==> config.mk <==
export PLATFORM = sky130hd
export DESIGN_NAME = external_zone_access_timing
export DESIGN_NICKNAME = d
export VERILOG_FILES = /design/src/shared/zone_timing_pkg.sv /design/src/shared/zone_cfg_if.sv /design/src/external_zone_access_timing.sv /design/src/zone_timing_store.sv
export VERILOG_INCLUDE_DIRS = /design/src /design/src/shared
export SDC_FILE = /design/constraint.sdc
export NUM_CORES = 1
export LEC_CHECK = 0
export ABC_CLOCK_PERIOD_IN_PS = 2500
export BUFFER_PORTS_ARGS = -buffer_cell sky130_fd_sc_hd__buf_2
export CAP_MARGIN = 10
export CORE_AREA = 2 2 199 201
export CTS_CLUSTER_SIZE = 16
export DETAILED_ROUTE_END_ITERATION = 7
export DIE_AREA = 0 0 201 203
export REMOVE_ABC_BUFFERS = 1
export SYNTH_ARGS = -nofsm -noshare
export SYNTH_HDL_FRONTEND = slang
export SYNTH_SLANG_ARGS = --single-unit
==> constraint.sdc <==
create_clock -name clk -period 2.5 [get_ports clk]
set_input_delay 0.125 -clock clk [delete_from_list [all_inputs] [get_ports clk]]
set_output_delay 0.125 -clock clk [all_outputs]
set_load 0.05 [all_outputs]
==> src/shared/zone_timing_params.svh <==
`ifndef ZONE_TIMING_PARAMS_SVH
`define ZONE_TIMING_PARAMS_SVH

`define ZT_ZONES         8
`define ZT_ZONE_W        3
`define ZT_CFG_W         17
`define ZT_CNT_W         5
`define ZT_WAIT_W        8

`define ZT_LEAD_W        2
`define ZT_ACT_W         3
`define ZT_TRAIL_W       2

`define ZT_RD_LEAD_LSB   0
`define ZT_RD_ACT_LSB    2
`define ZT_RD_TRAIL_LSB  5
`define ZT_WR_LEAD_LSB   7
`define ZT_WR_ACT_LSB    9
`define ZT_WR_TRAIL_LSB  12
`define ZT_DOUBLE_BIT    14
`define ZT_READY_EN_BIT  15
`define ZT_READY_SEL_BIT 16

`define ZT_CFG_RESET     17'h0_7FFF

`endif

==> src/shared/zone_timing_pkg.sv <==
`include "zone_timing_params.svh"

package zone_timing_pkg;

    typedef enum logic [2:0] {
        PH_IDLE,
        PH_ALIGN,
        PH_LEAD,
        PH_ACTIVE,
        PH_TRAIL
    } phase_t;

    typedef logic [`ZT_CFG_W-1:0]  zone_cfg_t;
    typedef logic [`ZT_ZONE_W-1:0] zone_idx_t;

endpackage : zone_timing_pkg

==> src/shared/zone_cfg_if.sv <==
`timescale 1ns/1ps
`include "zone_timing_params.svh"

interface zone_cfg_if;
    logic                      wrEn;
    zone_timing_pkg::zone_idx_t wrZone;
    zone_timing_pkg::zone_cfg_t wrData;
    zone_timing_pkg::zone_idx_t rdZone;
    zone_timing_pkg::zone_cfg_t rdData;

    modport store (input wrEn, input wrZone, input wrData, input rdZone, output rdData);
    modport user  (output wrEn, output wrZone, output wrData, output rdZone, input rdData);
endinterface : zone_cfg_if

==> src/external_zone_access_timing.sv <==
`timescale 1ns/1ps
`include "zone_timing_params.svh"

// Operation
// - Every zone access runs lead, then active, then trail.
// - Each chip-select zone has its own timing word, used for its accesses.
// - Read lead lasts the read lead count, doubled when doubling is selected.
// - Read active lasts active count (doubled if selected) plus wait states plus one.
// - Read trail lasts the read trail count, doubled when doubling is selected.
// - Writes use the write counts with the same lead, active and trail formulas.
// - Ready input adds wait states in active; none when ready is ignored.
// - No checking of illegal settings; values are used as programmed.
// - Per zone: ignore ready, sample it synchronously, or sample it asynchronously.
// - Strobes and chip selects change only on rising timing-clock edges.
// - At half-rate external clock, even offsets align rising, odd offsets falling.
module external_zone_access_timing
(
    input  wire logic                      clk,
    input  wire logic                      reset,
    input  wire logic                      cfgWrite,
    input  wire logic [`ZT_ZONE_W-1:0]     cfgZone,
    input  wire logic [`ZT_CFG_W-1:0]      cfgData,
    input  wire logic                      halfClockSelect,
    input  wire logic                      accessStart,
    input  wire logic                      accessWrite,
    input  wire logic [`ZT_ZONE_W-1:0]     accessZone,
    input  wire logic                      externalReadyIn,
    output logic [`ZT_ZONES-1:0]           zoneChipSelectOutN,
    output logic                           readStrobeOutN,
    output logic                           writeStrobeOutN,
    output logic                           externalClockOut,
    output logic                           accessBusy,
    output logic                           accessDone,
    output logic [`ZT_WAIT_W-1:0]          hardwareWaitStates
);

    zone_cfg_if cfg ();

    zone_timing_store u_store
    (
        .clk   (clk),
        .reset (reset),
        .cfg   (cfg.store)
    );

    // Scales a field to timing-clock cycles, doubled when selected
    function automatic logic [`ZT_CNT_W-1:0] scaleCount(input logic [`ZT_ACT_W-1:0] field,
                                                        input logic doubleSel);
        logic [`ZT_CNT_W-1:0] wide;
        wide = {{(`ZT_CNT_W-`ZT_ACT_W){1'b0}}, field};
        scaleCount = doubleSel ? (wide << 1) : wide;
    endfunction : scaleCount

    zone_timing_pkg::phase_t    state_reg;
    zone_timing_pkg::phase_t    state_next;
    logic [`ZT_CNT_W-1:0]       cnt_reg;
    logic [`ZT_CNT_W-1:0]       cnt_next;
    zone_timing_pkg::zone_idx_t reqZone_reg;
    logic                       reqWrite_reg;
    zone_timing_pkg::zone_cfg_t cfgHold_reg;
    logic                       readyMeta_reg;
    logic                       readySync_reg;
    logic [`ZT_WAIT_W-1:0]      wait_next;

    wire zone_timing_pkg::zone_cfg_t cfgNow = (state_reg == zone_timing_pkg::PH_ALIGN) ? cfg.rdData : cfgHold_reg;

    wire [`ZT_ACT_W-1:0] leadField  = reqWrite_reg
        ? {1'b0, cfgNow[`ZT_WR_LEAD_LSB +: `ZT_LEAD_W]}
        : {1'b0, cfgNow[`ZT_RD_LEAD_LSB +: `ZT_LEAD_W]};
    wire [`ZT_ACT_W-1:0] actField   = reqWrite_reg
        ? cfgNow[`ZT_WR_ACT_LSB +: `ZT_ACT_W]
        : cfgNow[`ZT_RD_ACT_LSB +: `ZT_ACT_W];
    wire [`ZT_ACT_W-1:0] trailField = reqWrite_reg
        ? {1'b0, cfgNow[`ZT_WR_TRAIL_LSB +: `ZT_TRAIL_W]}
        : {1'b0, cfgNow[`ZT_RD_TRAIL_LSB +: `ZT_TRAIL_W]};
    wire doubleSel = cfgNow[`ZT_DOUBLE_BIT];
    wire readyEn   = cfgNow[`ZT_READY_EN_BIT];
    wire readySel  = cfgNow[`ZT_READY_SEL_BIT];

    wire [`ZT_CNT_W-1:0] leadLen   = scaleCount(leadField, doubleSel);
    wire [`ZT_CNT_W-1:0] activeLen = scaleCount(actField, doubleSel) + `ZT_CNT_W'(1);
    wire [`ZT_CNT_W-1:0] trailLen  = scaleCount(trailField, doubleSel);

    // Ignore, synchronous sample, or two-flop synchronised sample
    wire readyOk = !readyEn || (readySel ? readySync_reg : externalReadyIn);

    // Half-rate mode starts each access as the external clock rises
    wire aligned = !halfClockSelect || !externalClockOut;

    wire inAccessNext = (state_next == zone_timing_pkg::PH_LEAD)
                     || (state_next == zone_timing_pkg::PH_ACTIVE)
                     || (state_next == zone_timing_pkg::PH_TRAIL);
    wire activeNext   = (state_next == zone_timing_pkg::PH_ACTIVE);
    wire doneNext     = (state_reg != zone_timing_pkg::PH_IDLE) && (state_reg != zone_timing_pkg::PH_ALIGN)
                     && (state_next == zone_timing_pkg::PH_IDLE);

    assign cfg.wrEn   = cfgWrite;
    assign cfg.wrZone = cfgZone;
    assign cfg.wrData = cfgData;
    assign cfg.rdZone = (state_reg == zone_timing_pkg::PH_IDLE) ? accessZone : reqZone_reg;

    always_comb
    begin
        state_next = state_reg;
        cnt_next   = cnt_reg;
        wait_next  = hardwareWaitStates;
        case (state_reg)
            zone_timing_pkg::PH_IDLE:
            begin
                if (accessStart)
                    state_next = zone_timing_pkg::PH_ALIGN;
            end
            zone_timing_pkg::PH_ALIGN:
            begin
                wait_next = '0;
                if (aligned)
                begin
                    if (leadLen != '0)
                    begin
                        state_next = zone_timing_pkg::PH_LEAD;
                        cnt_next   = leadLen;
                    end
                    else
                    begin
                        state_next = zone_timing_pkg::PH_ACTIVE;
                        cnt_next   = activeLen;
                    end
                end
            end
            zone_timing_pkg::PH_LEAD:
            begin
                if (cnt_reg <= `ZT_CNT_W'(1))
                begin
                    state_next = zone_timing_pkg::PH_ACTIVE;
                    cnt_next   = activeLen;
                end
                else
                    cnt_next = cnt_reg - `ZT_CNT_W'(1);
            end
            zone_timing_pkg::PH_ACTIVE:
            begin
                if (cnt_reg > `ZT_CNT_W'(1))
                    cnt_next = cnt_reg - `ZT_CNT_W'(1);
                else if (!readyOk)
                begin
                    if (hardwareWaitStates != '1)
                        wait_next = hardwareWaitStates + `ZT_WAIT_W'(1);
                end
                else if (trailLen != '0)
                begin
                    state_next = zone_timing_pkg::PH_TRAIL;
                    cnt_next   = trailLen;
                end
                else
                    state_next = zone_timing_pkg::PH_IDLE;
            end
            zone_timing_pkg::PH_TRAIL:
            begin
                if (cnt_reg <= `ZT_CNT_W'(1))
                    state_next = zone_timing_pkg::PH_IDLE;
                else
                    cnt_next = cnt_reg - `ZT_CNT_W'(1);
            end
            default:
            begin
                state_next = zone_timing_pkg::PH_IDLE;
            end
        endcase
    end

    always_ff @(posedge clk)
    begin
        if (reset)
        begin
            state_reg          <= zone_timing_pkg::PH_IDLE;
            cnt_reg            <= '0;
            hardwareWaitStates <= '0;
        end
        else
        begin
            state_reg          <= state_next;
            cnt_reg            <= cnt_next;
            hardwareWaitStates <= wait_next;
        end
    end

    always_ff @(posedge clk)
    begin
        if (reset)
        begin
            reqZone_reg  <= '0;
            reqWrite_reg <= 1'b0;
            cfgHold_reg  <= `ZT_CFG_RESET;
        end
        else if (state_reg == zone_timing_pkg::PH_IDLE && accessStart)
        begin
            reqZone_reg  <= accessZone;
            reqWrite_reg <= accessWrite;
        end
        else if (state_reg == zone_timing_pkg::PH_ALIGN)
            cfgHold_reg <= cfg.rdData;
    end

    // Asynchronous ready path: the first stage feeds only the second
    always_ff @(posedge clk)
    begin
        if (reset)
        begin
            readyMeta_reg <= 1'b0;
            readySync_reg <= 1'b0;
        end
        else
        begin
            readyMeta_reg <= externalReadyIn;
            readySync_reg <= readyMeta_reg;
        end
    end

    always_ff @(posedge clk)
    begin
        if (reset)
            externalClockOut <= 1'b0;
        else
            externalClockOut <= halfClockSelect ? !externalClockOut : 1'b0;
    end

    // Pin outputs all change on the rising timing-clock edge
    genvar z;
    generate
        for (z = 0; z < `ZT_ZONES; z++)
        begin : g_cs
            always_ff @(posedge clk)
            begin
                if (reset)
                    zoneChipSelectOutN[z] <= 1'b1;
                else
                    zoneChipSelectOutN[z] <= !(inAccessNext && reqZone_reg == `ZT_ZONE_W'(z));
            end
        end
    endgenerate

    always_ff @(posedge clk)
    begin
        if (reset)
        begin
            readStrobeOutN  <= 1'b1;
            writeStrobeOutN <= 1'b1;
            accessBusy      <= 1'b0;
            accessDone      <= 1'b0;
        end
        else
        begin
            readStrobeOutN  <= !(activeNext && !reqWrite_reg);
            writeStrobeOutN <= !(activeNext && reqWrite_reg);
            accessBusy      <= state_next != zone_timing_pkg::PH_IDLE;
            accessDone      <= doneNext;
        end
    end

endmodule : external_zone_access_timing

==> src/zone_timing_store.sv <==
`timescale 1ns/1ps
`include "zone_timing_params.svh"

module zone_timing_store
(
    input  wire logic clk,
    input  wire logic reset,
    zone_cfg_if.store cfg
);

    zone_timing_pkg::zone_cfg_t entry_reg [`ZT_ZONES];

    // One timing word per zone
    genvar z;
    generate
        for (z = 0; z < `ZT_ZONES; z++)
        begin : g_zone
            always_ff @(posedge clk)
            begin
                if (reset)
                    entry_reg[z] <= `ZT_CFG_RESET;
                else if (cfg.wrEn && (cfg.wrZone == `ZT_ZONE_W'(z)))
                    entry_reg[z] <= cfg.wrData;
            end
        end
    endgenerate

    always_ff @(posedge clk)
    begin
        if (reset)
            cfg.rdData <= `ZT_CFG_RESET;
        else
            cfg.rdData <= entry_reg[cfg.rdZone];
    end

endmodule : zone_timing_store
Yosys cells after proc, flatten, opt, wreduce, memory -nomap -nowiden
Memories as Yosys holds them, arrays and structs flattened. A register that Yosys moved wholly into a read port is not among the register bits.
Cells that the tools add are included.
{ "op_classes": {"muxes": 64, "bitwise": 9, "order_cmp": 2, "eq_ne": 30, "add_sub_neg": 3, "reduce_logical": 52} }
{ "op_table": {"columns": ["cell", "count"], "rows": [
  ["$mux 17", 9],
  ["$mux 5", 7],
  ["$mux 3", 11],
  ["$eq 3x3->1 const B", 10],
  ["$mux 1", 28],
  ["$eq 3x2->1 const B", 8],
  ["$mux 8", 3],
  ["$logic_and 1x1->1", 21],
  ["$pmux 5 s4", 1],
  ["$pmux 8 s2", 1],
  ["$pmux 3 s5", 1],
  ["$logic_not 1->1", 14],
  ["$logic_not 3->1", 4],
  ["$ne 2x2->1 const B", 5],
  ["$reduce_bool 5->1", 2],
  ["$eq 3x1->1 const B", 3],
  ["$add 8x1->8 const B", 1],
  ["$ne 8x8->1 const B", 1],
  ["$or 1x1->1", 8],
  ["$ne 3x3->1 const B", 2],
  ["$reduce_bool 3->1", 2],
  ["$add 4x1->5 const B", 1],
  ["$gt 5x1->1 const B", 1],
  ["$le 5x1->1 const B", 1],
  ["other kinds (11)", 15]
]} }
{ "word_totals": {"inputBits": 30, "wordCells": 182, "ram_bits": 136, "register_bits": 52, "mem_count": 1} }
{ "mem_list": {"columns": ["name", "words", "width", "read_ports", "rd_clocked_by_memory_dff", "wr", "line_no", "text"], "rows": [
  ["u_store.entry_reg", 8, 17, 1, 1, 8, "zone_timing_store.sv:11", "zone_timing_pkg::zone_cfg_t entry_reg [`ZT_ZONES];"]
]} }

Longest topological paths before layout
{ "logic_depth": {"word_depth": 14, "depth_mapped": 13} }

Cells and area by module
A second synthesis with hierarchy kept.
{ "hier_totals": {"hier_cells": 780, "area_unflattened_um2": 9506.6} }
{ "modules_own_cells": {"columns": ["mod", "cells_per_inst", "n_inst", "area_each_um2", "seq_area_each_um2"], "rows": [
  ["zone_timing_store", 460, 1, 6658.9, 4424.2],
  ["external_zone_access_timing", 320, 1, 2847.7, 1041.0]
]} }

Worst setup path before layout
OpenSTA, ideal clock, no wires.
{ "synth_timing": {"path_type": "register to register", "start": "register state_reg[1]", "end": "register cnt_reg[1]", "n_path_buf": 5, "synth_period_minus_slack_ps": 2637, "required_time_ps": 2368, "arrival_time_ps": 2504, "slack_ps": -137, "stages_incl_launch_ff": 14, "path_cell_list": "dfxtp_1 -> buf_2 -> nor3b_2 -> buf_6 -> buf_2 -> buf_1 -> clkbuf_1 -> a31o_2 -> ha_1 -> inv_1 -> o21ai_0 -> o32a_1 -> nand3_1 -> a21oi_1"} }
{ "synth_between": {"elab_chain_cells": 8, "word_cells_on_any_way": 30} }
{ "synth_rtl": {"columns": ["element", "line_no", "text"], "rows": [
  ["from (decl)", "external_zone_access_timing.sv:54", "zone_timing_pkg::phase_t state_reg;"],
  ["from (signal assigned)", "external_zone_access_timing.sv:175", "state_reg <= zone_timing_pkg::PH_IDLE;"],
  ["from (signal assigned)", "external_zone_access_timing.sv:181", "state_reg <= state_next;"],
  ["$eq 3x1->1", "external_zone_access_timing.sv:65, external_zone_access_timing.sv:107", null],
  ["$mux 17", null, null],
  ["$mux 3 (tied with other cells)", "external_zone_access_timing.sv:70", "wire [`ZT_ACT_W-1:0] actField = reqWrite_reg"],
  ["$mux 4 / $mux 3 (equally long branches)", "external_zone_access_timing.sv:51", "scaleCount = doubleSel ? (wide << 1) : wide;"],
  ["$add 4x1->5 (tied with other cells)", "external_zone_access_timing.sv:81", "wire [`ZT_CNT_W-1:0] activeLen = scaleCount(actField, doubleSel) + `ZT_CNT_W'(1);"],
  ["$mux 5, on equally long branches", "external_zone_access_timing.sv:118, external_zone_access_timing.sv:144", null],
  ["$mux 5, on equally long branches", "external_zone_access_timing.sv:116, external_zone_access_timing.sv:142", null],
  ["$pmux 5 s4", "external_zone_access_timing.sv:107", "case (state_reg)"],
  ["to (signal assigned)", "external_zone_access_timing.sv:182", "cnt_reg <= cnt_next;"],
  ["to (decl)", "external_zone_access_timing.sv:56", "logic [`ZT_CNT_W-1:0] cnt_reg;"]
]} }
Several ways; a longest one is shown, not always the timed one. The select of a mux whose other input is x is not followed.
A chain may end at the register's enable or synchronous reset.

Worst setup path in the final report
{ "layout_timing": {"start": "register state_reg[1]", "end": "register hardwareWaitStates[7]"} }
{ "layout_between": {"elab_chain_cells": 6, "word_cells_on_any_way": 12} }
{ "layout_rtl": {"columns": ["element", "line_no", "text"], "rows": [
  ["$eq 3x1->1", "external_zone_access_timing.sv:65, external_zone_access_timing.sv:107", null],
  ["$mux 17", null, null],
  ["$mux 1 / $logic_not 1->1 (equally long branches)", "external_zone_access_timing.sv:85", "wire readyOk = !readyEn || (readySel ? readySync_reg : externalReadyIn);"],
  ["$logic_or 1x1->1", "external_zone_access_timing.sv:85", null],
  ["$ne 2x2->1 (no source line)", null, null],
  ["$reduce_and 4->1 (no source line)", null, null],
  ["to (signal assigned)", "external_zone_access_timing.sv:183", "hardwareWaitStates <= wait_next;"],
  ["to (decl)", "external_zone_access_timing.sv:34", "output logic [`ZT_WAIT_W-1:0] hardwareWaitStates"]
]} }
Several ways; a longest one is shown, not always the timed one.

==> flow_summary.toml <==
[setup_path]
critPathLaunchType = "flop"
required_ns = 2.94
regToRegSetupSlack_ns = 0.09
worst-path-buf-inv = 1
cp_slowest_cell = "or4_1"
critical_path.endpoint_type = "flop"
path_class = "flop to flop"
startpoint = "state_reg[1]"
slowest_delay_ns = 0.49
critical_path.cell_chain = "nor3b_4 -> buf_4 -> mux2_2 -> a221oi_2 -> a21oi_4 -> or4_1 -> a21oi_1"
arrival_ns = 2.85
crit_path_max_fanout = 14
rr_startpoint = "state_reg[1]"
path_delay_family = "compound AO/OA/AOI/OAI gates"

[job]
cap_violations = 0

[logic_synthesis]
synth-main-ff-cell = "edfxtp_1"
synth_top_area_frac = 0.4281
syn_inst = 906
synth_most_common_cell = "nand2_1"
async_flop_share = 0
synth_common_cells = "nand2_1 (162), edfxtp_1 (136), dfxtp_1 (69)"
synth_top_cell_by_area = "edfxtp_1"
avgSynthCellArea_um2 = 10.53
yosysSeqAreaShare = 0.5729
ys_types = 63
ys_warn_count = 0
synth_edf_count = 136
synth_seq_cells = 205
synth.area.top_cells = "edfxtp_1 (43%), dfxtp_1 (14%), nand2_1 (6.4%)"
netlist_area_um2 = 9539

[outcome]
status = "finished clean"

[clock_tree]
clockBufferDepth = 3
cts_tree = "built"
htreeDepth = 1
clockRootBuffer = "clkbuf_16"
clkTransAtPathRegs_ns = 0.06
cts_buffers = 22
clock_sinks = 205
clock_latency_ns = 0.52

[routing]
ant_nets = 0
drt_iter0_markers = 521
drc_errors = 0
wl_per_cell_um = 16.92
firstDrtPassIters = 5
num_vias = 7272
finalWirelength_um = 25920
via_per_inst = 4.747

[global_route]
grt.total_usage = 0.1239
grtUsageMet3 = 0.02456
antenna_found_initial = 0
use_met2 = 0.2033
grt_pass1_wl_um = 39830
grt_pass1_vias = 6916
gr-usage-met1 = 0.1665
grt_max_degree = 52
top_usage_layer = "met2"
overflow = 0

[die]
initial_utilization = 0.2480
dieArea_um2 = 40800
die_h_um = 203
core_um2 = 38470
dieWidth_um = 201
ioPinCount = 51
row_count = 72

[final_layout]
final_cells = 1532
largest_reg_flops = 136
final_util = 0.3062
design_area_um2 = 11780
areaGrowthSynthToFinish_pct = 23.48
n_antenna_cell = 0
drive_gt1_frac = 0.2249
layout.nets = 1033

[placement]
dp.cells = 1466
port_buffers = 50
post_dp_cell_area_um2 = 10720
dp_slack_ns = 0.06416
gp_congestion = 0.7883
dp_hpwl_um = 16760

[worst_hold_path]
min_from = "accessStart"
hold_class = "primary input to flop"

[sta]
layout_min_cycle_time_ns = 2.410
hold_viol_final = 0
period_share = 0.9641
slew_headroom = 0.4987
fin_setup_tns_ns = 0
fin_ws_ns = 0.08973
setup_viol = 0
finalClockSkew_ns = 0.02357
maxSlewViolCount = 0
max_freq_mhz = 414.9
worstMarginPinSlew_ns = 0.7501

[power]
leakage_nw = 4.139
ir_drop_uv = 499.0
power_density_nw_per_um2 = 905.8
[cell usage in the layout, fill, tap and decap left out, types with 20 or more instances in the layout]
master	instances
edfxtp_1	136
nand3_1	48
or3_1	52
nand2b_1	26
buf_4	45
clkbuf_16	22
nand2_1	162
or2_2	62
nor2b_1	25
dfxtp_1	68
a21oi_1	25
dlygate4sd3_1	27
and3_1	20
nor2_1	30
buf_2	50
[where the power goes]
| group | switching (mW) | internal (mW) | leakage [nW] |
|---|---|---|---|
| clock | 1.35 | 2.06 | 0.363 |
| combinational | 1.76 | 1.25 | 1.86 |
| sequential | 0.262 | 3.98 | 1.92 |
[timing repair]
action                                  in CTS  in global routing
hold buffers                                27                  0
endpoints found under the hold margin      126                  0
setup buffers                                0                  0
endpoints found under the setup margin       0                  1
gates resized for setup                      0                  8
[tightest hold or removal path, cell delays in order]
cell and delay [ns]:
buf_2 0.12, nand2_1 0.20, nand2_1 0.13, a21oi_1 0.05
[final cells by class]
cell class                      count  area (um2)
Clock buffer                       27       579.3
Multi-Input combinational cell    631        3856
Sequential cell                   205        5466
Inverter                            8       30.03
Tap cell                          518       648.1
Clock inverter                     12       168.9
Timing Repair Buffer              131        1030
Fill cell                        3944       26690
[per-layer routing]
layer	part of all wire	up-vias
li1	-	3488
met1	0.46	3537
met3	0.058	42
met5	0	-
met2	0.46	205
met4	0.023	0
[path summary, 6_finish.rpt]
| path | endpoint | cells after the start |
|---|---|---|
| min | reqWrite_reg | 4 |
| max reg2reg | hardwareWaitStates[7] | 7 |
| min reg2reg | readySync_reg | 1 |
| max | hardwareWaitStates[7] | 7 |
[kinds of logic after synthesis]
group	share of synthesized area
compound gates	0.1121
xor+xnor	0.002755
fa+ha+maj	0.005247
buf+inv	0.03082
flops	0.5729
mux	0.03030
simple gates	0.2458
[stage by stage]
stage                     total power [mW]  hold WS, ns
after floorplan                      6.067       0.1941
after global placement               7.203       0.4024
after detailed placement             7.227       0.4058
after CTS                            10.71       0.1503
after global routing                 11.21       0.2158
final                                10.67       0.1636
(Power assumes the default switching activity.)
